<file path="src/pkg/buzzer_map.svh">
`ifndef BUZZER_MAP_SVH
`define BUZZER_MAP_SVH
// ----------------------------------------
// Register indexes, byte address = 4 x index
// ----------------------------------------
`define IDX_PORT 12'hf54
`define IDX_FREQ 12'hf74
`define IDX_ENV 12'hf75
`define RST_PORT 4'hf
`define RST_FREQ 4'h0
`define RST_ENV 4'h0
// ----------------------------------------
// Field positions
// ----------------------------------------
`define F_TONE_OUT 3
`define F_TONE_INV 2
`define F_BURST_LEN 3
`define F_BURST_TRIG 3
`define F_ENV_RST 2
`define F_ENV_RATE 1
`define F_ENV_EN 0
// ----------------------------------------
// Timing
// ----------------------------------------
`define SUB_HZ 65536
`define SYNC_HZ 256
`define US_PER_S 1000000
`define STEP_FAST_US 62500
`define STEP_SLOW_US 125000
`define BURST_SHORT_US 31250
`define BURST_LONG_US 62500
`define LEVEL_MIN 3'h7
`define RESP_OKAY 2'h0
`define RESP_SLVERR 2'h2
`endif

</file>
<file path="src/pkg/buzzer_pkg.sv">
package buzzer_pkg;
`include "buzzer_map.svh"

typedef enum logic [1:0] {SEL_NONE, SEL_PORT, SEL_FREQ, SEL_ENV} reg_sel_type;

typedef struct packed {
    logic tone_out_ctrl;
    logic tone_inv_out_ctrl;
    logic [1:0] port_spare;
    logic burst_length_sel;
    logic [2:0] tone_freq_sel;
    logic envelope_rate_sel;
    logic envelope_enable;
} ctrl_type;

typedef struct packed {
    logic [15:0] addr;
    logic [31:0] data;
    logic [3:0] strb;
} wr_type;

function automatic reg_sel_type reg_decode(input logic [15:0] a);
    if (a[15:14] != 2'h0) return SEL_NONE;
    case (a[13:2])
        `IDX_PORT: return SEL_PORT;
        `IDX_FREQ: return SEL_FREQ;
        `IDX_ENV: return SEL_ENV;
        default: return SEL_NONE;
    endcase
endfunction

// Period in sub-units per frequency group
function automatic logic [4:0] tone_period(input logic [1:0] g);
    return 5'h10 + {1'b0, g, 2'h0};
endfunction

// High time: max 8,8,12,12 minus the envelope level
function automatic logic [4:0] tone_high(input logic [1:0] g, input logic [2:0] lvl);
    return (g[1] ? 5'hc : 5'h8) - {2'h0, lvl};
endfunction
endpackage

</file>
<file path="src/hw/buzzer_tone_envelope_oneshot.sv">
// Design decision made here: register access over AXI4-Lite.
`timescale 1ns/1ns
`include "buzzer_map.svh"
module buzzer_tone_envelope_oneshot #(
    parameter int CLK_HZ = 10000000,
    parameter bit INV_OPTION = 1'b1
) (
    // Clock and reset
    input wire logic aclk,
    input wire logic aresetn,
    input wire logic ce,
    // AXI4-Lite write
    input wire logic [15:0] awaddr,
    input wire logic [2:0] awprot,
    input wire logic awvalid,
    output logic awready,
    input wire logic [31:0] wdata,
    input wire logic [3:0] wstrb,
    input wire logic wvalid,
    output logic wready,
    output logic [1:0] bresp,
    output logic bvalid,
    input wire logic bready,
    // AXI4-Lite read
    input wire logic [15:0] araddr,
    input wire logic [2:0] arprot,
    input wire logic arvalid,
    output logic arready,
    output logic [31:0] rdata,
    output logic [1:0] rresp,
    output logic rvalid,
    input wire logic rready,
    // Buzzer terminals
    output logic tone_out,
    output logic tone_inv_out
);
    import buzzer_pkg::*;
    localparam int SYNC_DIV = `SUB_HZ / `SYNC_HZ;
    // Slow interval is 8192 sub-ticks, one bit more than a 13-bit counter holds
    localparam logic [13:0] STEP_FAST = 14'(64'(`STEP_FAST_US) * `SUB_HZ / `US_PER_S);
    localparam logic [13:0] STEP_SLOW = 14'(64'(`STEP_SLOW_US) * `SUB_HZ / `US_PER_S);
    localparam logic [4:0] BURST_SHORT = 5'(64'(`BURST_SHORT_US) * `SYNC_HZ / `US_PER_S);
    localparam logic [4:0] BURST_LONG = 5'(64'(`BURST_LONG_US) * `SYNC_HZ / `US_PER_S);
    typedef enum logic [2:0] {B_IDLE = 3'b001, B_WAIT = 3'b010, B_RING = 3'b100} burst_state_type;

    // ----------------------------------------
    // Bus slave
    // ----------------------------------------
    logic awready_r, awready_nxt, wready_r, wready_nxt, bvalid_r, bvalid_nxt;
    logic aw_got_r, aw_got_nxt, w_got_r, w_got_nxt;
    logic arready_r, arready_nxt, rvalid_r, rvalid_nxt;
    logic [1:0] bresp_r, bresp_nxt, rresp_r, rresp_nxt;
    logic [31:0] rdata_r, rdata_nxt;
    wr_type wr_r, wr_nxt;
    logic do_wr;
    reg_sel_type wsel;
    ctrl_type ctrl_r, ctrl_nxt;
    burst_state_type burst_r, burst_nxt;
    logic [2:0] level_r, level_nxt;
    always_comb begin
        awready_nxt = awready_r;
        wready_nxt = wready_r;
        bvalid_nxt = bvalid_r;
        bresp_nxt = bresp_r;
        aw_got_nxt = aw_got_r;
        w_got_nxt = w_got_r;
        wr_nxt = wr_r;
        arready_nxt = arready_r;
        rvalid_nxt = rvalid_r;
        rresp_nxt = rresp_r;
        rdata_nxt = rdata_r;
        wsel = reg_decode(wr_r.addr);
        do_wr = aw_got_r && w_got_r && !bvalid_r;
        if (awvalid && awready_r) begin
            aw_got_nxt = 1'b1;
            awready_nxt = 1'b0;
            wr_nxt.addr = awaddr;
        end
        if (wvalid && wready_r) begin
            w_got_nxt = 1'b1;
            wready_nxt = 1'b0;
            wr_nxt.data = wdata;
            wr_nxt.strb = wstrb;
        end
        if (do_wr) begin
            aw_got_nxt = 1'b0;
            w_got_nxt = 1'b0;
            bvalid_nxt = 1'b1;
            bresp_nxt = (wsel == SEL_NONE) ? `RESP_SLVERR : `RESP_OKAY;
        end
        if (bvalid_r && bready) begin
            bvalid_nxt = 1'b0;
            awready_nxt = 1'b1;
            wready_nxt = 1'b1;
        end
        if (arvalid && arready_r) begin
            arready_nxt = 1'b0;
            rvalid_nxt = 1'b1;
            rresp_nxt = `RESP_OKAY;
            case (reg_decode(araddr))
                SEL_PORT: rdata_nxt = {28'h0, ctrl_r.tone_out_ctrl, ctrl_r.tone_inv_out_ctrl, ctrl_r.port_spare};
                SEL_FREQ: rdata_nxt = {28'h0, ctrl_r.burst_length_sel, ctrl_r.tone_freq_sel};
                // Restart bit always reads zero, trigger bit reads busy
                SEL_ENV: rdata_nxt = {28'h0, burst_r != B_IDLE, 1'b0, ctrl_r.envelope_rate_sel,
                                      ctrl_r.envelope_enable};
                default: begin
                    rdata_nxt = 32'h0;
                    rresp_nxt = `RESP_SLVERR;
                end
            endcase
        end
        if (rvalid_r && rready) begin
            rvalid_nxt = 1'b0;
            arready_nxt = 1'b1;
        end
    end
    always_ff @(posedge aclk) begin
        if (!aresetn) begin
            awready_r <= 1'b1;
            wready_r <= 1'b1;
            bvalid_r <= 1'b0;
            bresp_r <= `RESP_OKAY;
            aw_got_r <= 1'b0;
            w_got_r <= 1'b0;
            wr_r <= '0;
            arready_r <= 1'b1;
            rvalid_r <= 1'b0;
            rresp_r <= `RESP_OKAY;
            rdata_r <= 32'h0;
        end else if (ce) begin
            awready_r <= awready_nxt;
            wready_r <= wready_nxt;
            bvalid_r <= bvalid_nxt;
            bresp_r <= bresp_nxt;
            aw_got_r <= aw_got_nxt;
            w_got_r <= w_got_nxt;
            wr_r <= wr_nxt;
            arready_r <= arready_nxt;
            rvalid_r <= rvalid_nxt;
            rresp_r <= rresp_nxt;
            rdata_r <= rdata_nxt;
        end
    end
    // ----------------------------------------
    // Timebase
    // ----------------------------------------
    // Fractional accumulator: exact average rate, at most one clock of jitter
    logic [31:0] acc_r, acc_nxt;
    logic sub_tick_r, sub_tick_nxt;
    logic [$clog2(SYNC_DIV)-1:0] pre_r, pre_nxt;
    logic sync_tick;
    always_comb begin
        acc_nxt = acc_r + 32'(`SUB_HZ);
        sub_tick_nxt = 1'b0;
        if (acc_nxt >= 32'(CLK_HZ)) begin
            acc_nxt = acc_nxt - 32'(CLK_HZ);
            sub_tick_nxt = 1'b1;
        end
        pre_nxt = sub_tick_r ? pre_r + 1'b1 : pre_r;
        sync_tick = sub_tick_r && (pre_r == ($clog2(SYNC_DIV))'(SYNC_DIV - 1));
    end
    always_ff @(posedge aclk) begin
        if (!aresetn) begin
            acc_r <= 32'h0;
            sub_tick_r <= 1'b0;
            pre_r <= '0;
        end else if (ce) begin
            acc_r <= acc_nxt;
            sub_tick_r <= sub_tick_nxt;
            pre_r <= pre_nxt;
        end
    end
    // ----------------------------------------
    // Control registers and burst
    // ----------------------------------------
    logic restart_req, trig_req, trig_acc, tone_active;
    logic [4:0] bcnt_r, bcnt_nxt;
    always_comb begin
        ctrl_nxt = ctrl_r;
        restart_req = 1'b0;
        trig_req = 1'b0;
        if (do_wr && wr_r.strb[0]) begin
            case (wsel)
                SEL_PORT: {ctrl_nxt.tone_out_ctrl, ctrl_nxt.tone_inv_out_ctrl, ctrl_nxt.port_spare} =
                              wr_r.data[3:0];
                SEL_FREQ: {ctrl_nxt.burst_length_sel, ctrl_nxt.tone_freq_sel} = wr_r.data[3:0];
                SEL_ENV: begin
                    ctrl_nxt.envelope_enable = wr_r.data[`F_ENV_EN];
                    ctrl_nxt.envelope_rate_sel = wr_r.data[`F_ENV_RATE];
                    restart_req = wr_r.data[`F_ENV_RST];
                    trig_req = wr_r.data[`F_BURST_TRIG];
                end
                default: ctrl_nxt = ctrl_r;
            endcase
        end
        trig_acc = trig_req && ctrl_r.tone_out_ctrl && (burst_r == B_IDLE);
        burst_nxt = burst_r;
        bcnt_nxt = bcnt_r;
        case (burst_r)
            B_IDLE: if (trig_acc) burst_nxt = B_WAIT;
            B_WAIT: if (sync_tick) begin
                burst_nxt = B_RING;
                bcnt_nxt = 5'h0;
            end
            B_RING: if (sync_tick) begin
                bcnt_nxt = bcnt_r + 5'h1;
                if (bcnt_nxt == (ctrl_r.burst_length_sel ? BURST_LONG : BURST_SHORT))
                    burst_nxt = B_IDLE;
            end
            default: burst_nxt = B_IDLE;
        endcase
        tone_active = !ctrl_r.tone_out_ctrl || (burst_r == B_RING);
    end
    always_ff @(posedge aclk) begin
        if (!aresetn) begin
            // Only rate and enable of the envelope register are stored
            ctrl_r <= ctrl_type'({`RST_PORT, `RST_FREQ, 2'(`RST_ENV)});
            burst_r <= B_IDLE;
            bcnt_r <= 5'h0;
        end else if (ce) begin
            ctrl_r <= ctrl_nxt;
            burst_r <= burst_nxt;
            bcnt_r <= bcnt_nxt;
        end
    end
    // ----------------------------------------
    // Envelope
    // ----------------------------------------
    // Step counter restarts with enable, so the first step lands on the nominal interval
    logic [13:0] ecnt_r, ecnt_nxt, interval;
    always_comb begin
        interval = ctrl_r.envelope_rate_sel ? STEP_SLOW : STEP_FAST;
        level_nxt = level_r;
        ecnt_nxt = ecnt_r;
        if (!ctrl_r.envelope_enable) begin
            level_nxt = 3'h0;
            ecnt_nxt = 14'h0;
        end else if (restart_req && tone_active) begin
            level_nxt = 3'h0;
            ecnt_nxt = 14'h0;
        end else if (sub_tick_r) begin
            if (ecnt_r == interval - 14'h1) begin
                ecnt_nxt = 14'h0;
                if (level_r != `LEVEL_MIN)
                    level_nxt = level_r + 3'h1;
            end else
                ecnt_nxt = ecnt_r + 14'h1;
        end
    end
    always_ff @(posedge aclk) begin
        if (!aresetn) begin
            level_r <= 3'h0;
            ecnt_r <= 14'h0;
        end else if (ce) begin
            level_r <= level_nxt;
            ecnt_r <= ecnt_nxt;
        end
    end
    // ----------------------------------------
    // Terminals
    // ----------------------------------------
    logic wave;
    logic tone_out_r, tone_inv_out_r;
    tone_wave u_wave (
        .aclk(aclk), .aresetn(aresetn), .ce(ce),
        .sub_tick(sub_tick_r), .run(tone_active),
        .freq_sel(ctrl_r.tone_freq_sel), .level(level_r), .wave_r(wave)
    );
    always_ff @(posedge aclk) begin
        if (!aresetn) begin
            tone_out_r <= 1'b0;
            tone_inv_out_r <= 1'b0;
        end else if (ce) begin
            tone_out_r <= tone_active && wave;
            // Without the inverted option the second terminal is a plain port bit
            tone_inv_out_r <= INV_OPTION ? (tone_active && !wave) : ctrl_r.tone_inv_out_ctrl;
        end
    end
    assign awready = awready_r;
    assign wready = wready_r;
    assign bvalid = bvalid_r;
    assign bresp = bresp_r;
    assign arready = arready_r;
    assign rvalid = rvalid_r;
    assign rresp = rresp_r;
    assign rdata = rdata_r;
    assign tone_out = tone_out_r;
    assign tone_inv_out = tone_inv_out_r;
endmodule // buzzer_tone_envelope_oneshot

</file>
<file path="src/hw/tone_wave.sv">
`timescale 1ns/1ns
module tone_wave (
    // Clock and reset
    input wire logic aclk,
    input wire logic aresetn,
    input wire logic ce,
    // Control
    input wire logic sub_tick,
    input wire logic run,
    input wire logic [2:0] freq_sel,
    input wire logic [2:0] level,
    // Waveform
    output logic wave_r
);
    import buzzer_pkg::*;

    logic half_r, half_nxt;
    logic [4:0] cnt_r, cnt_nxt;
    logic wave_nxt;
    logic step;

    // ----------------------------------------
    // Sub-unit counter
    // ----------------------------------------
    always_comb begin
        half_nxt = half_r ^ sub_tick;
        // Codes with bit 2 set run the sub-unit at half rate
        step = sub_tick && (!freq_sel[2] || half_r);
        cnt_nxt = cnt_r;
        if (!run)
            cnt_nxt = 5'h0;
        else if (step)
            // Period shrink after a code change wraps at once; a glitch is accepted
            cnt_nxt = (cnt_r >= tone_period(freq_sel[1:0]) - 5'h1) ? 5'h0 : cnt_r + 5'h1;
        wave_nxt = run && (cnt_r < tone_high(freq_sel[1:0], level));
    end

    always_ff @(posedge aclk) begin
        if (!aresetn) begin
            half_r <= 1'b0;
            cnt_r <= 5'h0;
            wave_r <= 1'b0;
        end else if (ce) begin
            half_r <= half_nxt;
            cnt_r <= cnt_nxt;
            wave_r <= wave_nxt;
        end
    end
endmodule // tone_wave

</file>
<file path="config.mk">
export PLATFORM = sky130hd
export DESIGN_NAME = buzzer_tone_envelope_oneshot
export DESIGN_NICKNAME = d
export VERILOG_FILES = /design/src/pkg/buzzer_pkg.sv /design/src/hw/buzzer_tone_envelope_oneshot.sv /design/src/hw/tone_wave.sv
export VERILOG_INCLUDE_DIRS = /design/src /design/src/pkg
export SDC_FILE = /design/constraint.sdc
export NUM_CORES = 1
export LEC_CHECK = 0
export ABC_CLOCK_PERIOD_IN_PS = 3150
export CORE_UTILIZATION = 64
export DETAILED_ROUTE_END_ITERATION = 12
export DONT_BUFFER_PORTS = 1
export PLACE_DENSITY_LB_ADDON = 0.12
export REMOVE_ABC_BUFFERS = 1
export SLEW_MARGIN = 5
export SYNTH_ARGS = -nofsm -noshare
export SYNTH_HDL_FRONTEND = slang
export SYNTH_SLANG_ARGS = --single-unit
export TNS_END_PERCENT = 30
</file>
<file path="constraint.sdc">
create_clock -name aclk -period 3.15 [get_ports aclk]
set_input_delay 0.1575 -clock aclk [delete_from_list [all_inputs] [get_ports aclk]]
set_output_delay 0.1575 -clock aclk [all_outputs]
set_load 0.05 [all_outputs]
</file>
==> impl_metrics.ini <==
[yosys]
synthArstFlopShare_pct = 0
synthCells = 762
yosysWarnings = 0
seq_area_frac_synth_pct = 35.3
syn-cell-area_um2 = 6230
synth_cell_types = 73
synth_edf_count = 0
synth.ff_latch_count = 110
synthFlopType = dfxtp_1
avgSynthCellArea_um2 = 8.18

[grt]
antenna_found_initial = 0
grt_overflow = 0
grt_pass1_wl_um = 24400
grt.total_usage_pct = 30.2
grt_start_max_net_pins = 42
grt_pass1_vias = 5403

[timing]
holdWs_ns = 0.0400
post-route-min-period_ns = 3.01
final_max_slew_viol_count = 0
finalHoldViolations = 0
fmax_mhz = 333
fin_crit_sh_pct = 95.5
finalSetupTns_ns = 0
tightest_slew_ns = 0.670
fin_skew_ns = 0.00620
setup_viol = 0
max_slew_margin_pct = 55.2
setup_ws_ns = 0.143

[drt]
via_count = 5505
vias_per_cell = 6.02
drt_iter0_markers = 278
post_drt_wl_per_cell_um = 16.2
wirelength_um = 14900
drtAntennaViolNets = 0
drc = 0
first_pass_iters = 5

[placement]
io_buffers = 0
postPlaceCellArea_um2 = 6230
pre_cts_ws_ns = 0.0669
place_congestion = 0.922
dp_hpwl_um = 9840

[worst_setup_path]
worstPathRequired_ns = 3.41
critPathKind = flip-flop to flip-flop
crit_fanout = 10
cp_top_family = simple AND/OR/NAND/NOR gates
timing.rr.start = acc_r[20]$_SDFFE_PN0P_
endpoint_kind = flip-flop
cp.buffers_inverters = 0
reg2reg_slack_ns = 0.14
start_kind = flip-flop
r2r_end = acc_r[26]$_SDFFE_PN0P_
slowest_stage = dfxtp_1
reg2reg_depth = 8
max_stage_delay_ns = 0.55
crit_chain = nand2_1 -> nor2_1 -> a31oi_1 -> nand4b_1 -> a41oi_1 -> nor4b_1 -> o21ai_0 -> mux2i_1
cp.arrival_ns = 3.27

[power]
swShare_pct = 35.8
vdd_ir_drop_max_mv = 0.327
total_power_w = 0.00407
p_seq_share_pct = 43.2
p_leak_nw = 2.62
pwr_density_cell_nw_per_um2 = 599
combPwrFrac_pct = 32.8
p_int_w = 0.00261
clock_power_share_pct = 23.9
netSwitchingPower_w = 0.00146

[min_path]
hold_depth = 3
holdPathEnd = rvalid$_SDFFE_PN0P_
hold_start = rready
hold_class = input port to flip-flop

[clock_tree]
clock_latency_ns = 0.37
cts_htree_levels = 3
cts_max_path_buffers = 2
clk_pin_slew_ns = 0.10
cts_tree = built
root_buffer = clkbuf_8
cts_buffers = 9
cts_sinks = 110

[layout]
antenna_cells = 0
final_cell_area_um2 = 6790
area_growth_pct = 8.90
drive_gt1_share_pct = 7.25
nets = 882

[die]
placementRows = 35
fp.dieArea_um2 = 10100
io_pins = 125
die_height_um = 101
die_x_um = 101
start_util_pct = 66.8
core_area_um2 = 9330

[status]
outcome = completed

[flow_run]
cap_violations = 0
-- area by class of cell --
type	instances	area, um2
inverter	19	71.3
clock inverter	5	90.1
multi-input combinational	595	3690
timing repair buffer	47	435
clock buffer	10	138
tap	129	161
fill	753	2540
sequential	110	2200
-- timing repair --
| action | CTS | global route |
|---|---|---|
| setup endpoints to repair | 0 | 18 |
| hold buffers | 29 | 0 |
| hold endpoints to repair | 57 | 0 |
| buffers inserted | 0 | 3 |
| gates resized for setup | 0 | 2 |
-- cells by family after synthesis --
| logic type | synth area share, % |
|---|---|
| and+or+nand+nor | 26.9 |
| AOI/OAI and AO/OA | 14.6 |
| DFF | 35.3 |
| buffers and inverters | 7.33 |
| xor gates and xnor gates | 5.62 |
| muxes | 6.49 |
| adders and majority gates | 3.61 |
| other | 0.0602 |
-- power groups by stage --
stage	Clock, W	Combinational, W	Sequential [W]
2_1_floorplan	0	0.000994	0.00174
3_3_place_gp	0	0.00116	0.00177
3_5_place_dp	0	0.00120	0.00178
4_1_cts	0.000989	0.00126	0.00175
5_1_grt	0.00104	0.00145	0.00178
6_report	0.000973	0.00134	0.00176
-- layer usage --
layer	GRT usage, %	up-vias	share of wire, %
met4	13.6	0	3.8
met1	33.5	2605	40
met5	0	-	0
met2	55.5	194	50
li1	-	2656	-
met3	5.83	50	6.1
-- synthesized netlist by cell type, types with 3 or more instances --
| master | instances | area [um2] |
|---|---|---|
| dfxtp_1 | 110 | 2200 |
| nand2_1 | 97 | 364 |
| nor2b_1 | 4 | 25.0 |
| o21ai_1 | 4 | 20.0 |
| nand3_1 | 32 | 160 |
| o21ai_0 | 31 | 155 |
| or3_1 | 8 | 50.1 |
| and2_1 | 7 | 43.8 |
| buf_4 | 33 | 248 |
| ha_1 | 18 | 225 |
| nand3b_1 | 5 | 37.5 |
| nor2_1 | 82 | 308 |
| nor4_1 | 5 | 31.3 |
| a22oi_1 | 7 | 52.6 |
| inv_1 | 18 | 67.6 |
| o21a_1 | 3 | 22.5 |
| and4_1 | 5 | 43.8 |
| a21oi_1 | 38 | 190 |
| a31oi_1 | 5 | 31.3 |
| nor3b_1 | 7 | 52.6 |
| and3_1 | 11 | 68.8 |
| a211oi_1 | 4 | 30.0 |
| nand4_1 | 14 | 87.6 |
| mux2i_1 | 37 | 370 |
| clkbuf_1 | 24 | 90.1 |
| nand4_4 | 3 | 63.8 |
| a22o_1 | 3 | 26.3 |
| nand2b_1 | 18 | 113 |
| mux2_2 | 3 | 33.8 |
| xor2_1 | 22 | 193 |
| a21boi_0 | 3 | 22.5 |
| xnor2_1 | 18 | 158 |
| buf_2 | 8 | 40.0 |
| a21o_1 | 6 | 45.0 |
| nor3_1 | 19 | 95.1 |
| o211ai_1 | 6 | 45.0 |
-- state kept, by name (all words and copies together), names as in the netlist, 3 cells and up --
| signal | cells |
|---|---|
| level_r | 3 |
| ctrl_r | 10 |
| rdata | 4 |
| pre_r | 8 |
| bcnt_r | 5 |
| u_wave.cnt_r | 5 |
| burst_r | 3 |
| acc_r | 25 |
| wr_r | 19 |
| ecnt_r | 14 |
-- cells in the final DEF (no fill, tap or decap), types with 3 or more instances in the layout --
| cell type | n |
|---|---|
| dfxtp_1 | 110 |
| nand2_1 | 97 |
| nor2_1 | 82 |
| a21oi_1 | 38 |
| mux2i_1 | 37 |
| o21ai_0 | 31 |
| nand3_1 | 31 |
| conb_1 | 30 |
| dlygate4sd3_1 | 28 |
| xor2_1 | 22 |
| nor3_1 | 19 |
| xnor2_1 | 18 |
| nand2b_1 | 18 |
| ha_1 | 18 |
| buf_4 | 18 |
| inv_1 | 17 |
| nand4_1 | 14 |
| and3_1 | 11 |
| clkbuf_8 | 10 |
| or3_1 | 8 |
| nor3b_1 | 7 |
| a22oi_1 | 7 |
| and2_1 | 7 |
| o211ai_1 | 6 |
| a21o_1 | 6 |
| a31oi_1 | 5 |
| nand3b_1 | 5 |
| nor4_1 | 5 |
| o21ai_1 | 4 |
| and4_1 | 4 |
| nor2b_1 | 4 |
| a211oi_1 | 4 |
| a21boi_0 | 3 |
| a22o_1 | 3 |
| mux2_2 | 3 |
| o21a_1 | 3 |
| nand4_4 | 3 |
-- stage by stage --
step	utilization (%)	instances
after global placement	66.8	868
after CTS	72.4	912
after global routing	72.7	915
after detailed placement	66.8	868
after floorplan	-	724
final	72.7	915
-- worst max path at each step --
stage / startpoint / slack, ns / end / cells after the start
after floorplan: acc_r[16]$_SDFFE_PN0P_ / 0.18 / acc_r[28]$_SDFFE_PN0P_ / 9
after global placement: acc_r[18]$_SDFFE_PN0P_ / 0.19 / acc_r[27]$_SDFFE_PN0P_ / 9
after detailed placement: acc_r[18]$_SDFFE_PN0P_ / 0.07 / acc_r[28]$_SDFFE_PN0P_ / 9
after CTS: acc_r[18]$_SDFFE_PN0P_ / 0.06 / acc_r[28]$_SDFFE_PN0P_ / 9
after global routing: acc_r[20]$_SDFFE_PN0P_ / -0.04 / acc_r[10]$_SDFFE_PN0P_ / 8
final: acc_r[20]$_SDFFE_PN0P_ / 0.14 / acc_r[26]$_SDFFE_PN0P_ / 8
-- tightest hold or removal path, delay by kind of cell --
family	cells	cell delay (ns)
compound gates	1	0.09
simple gates	2	0.13
(Power assumes the default switching activity.)
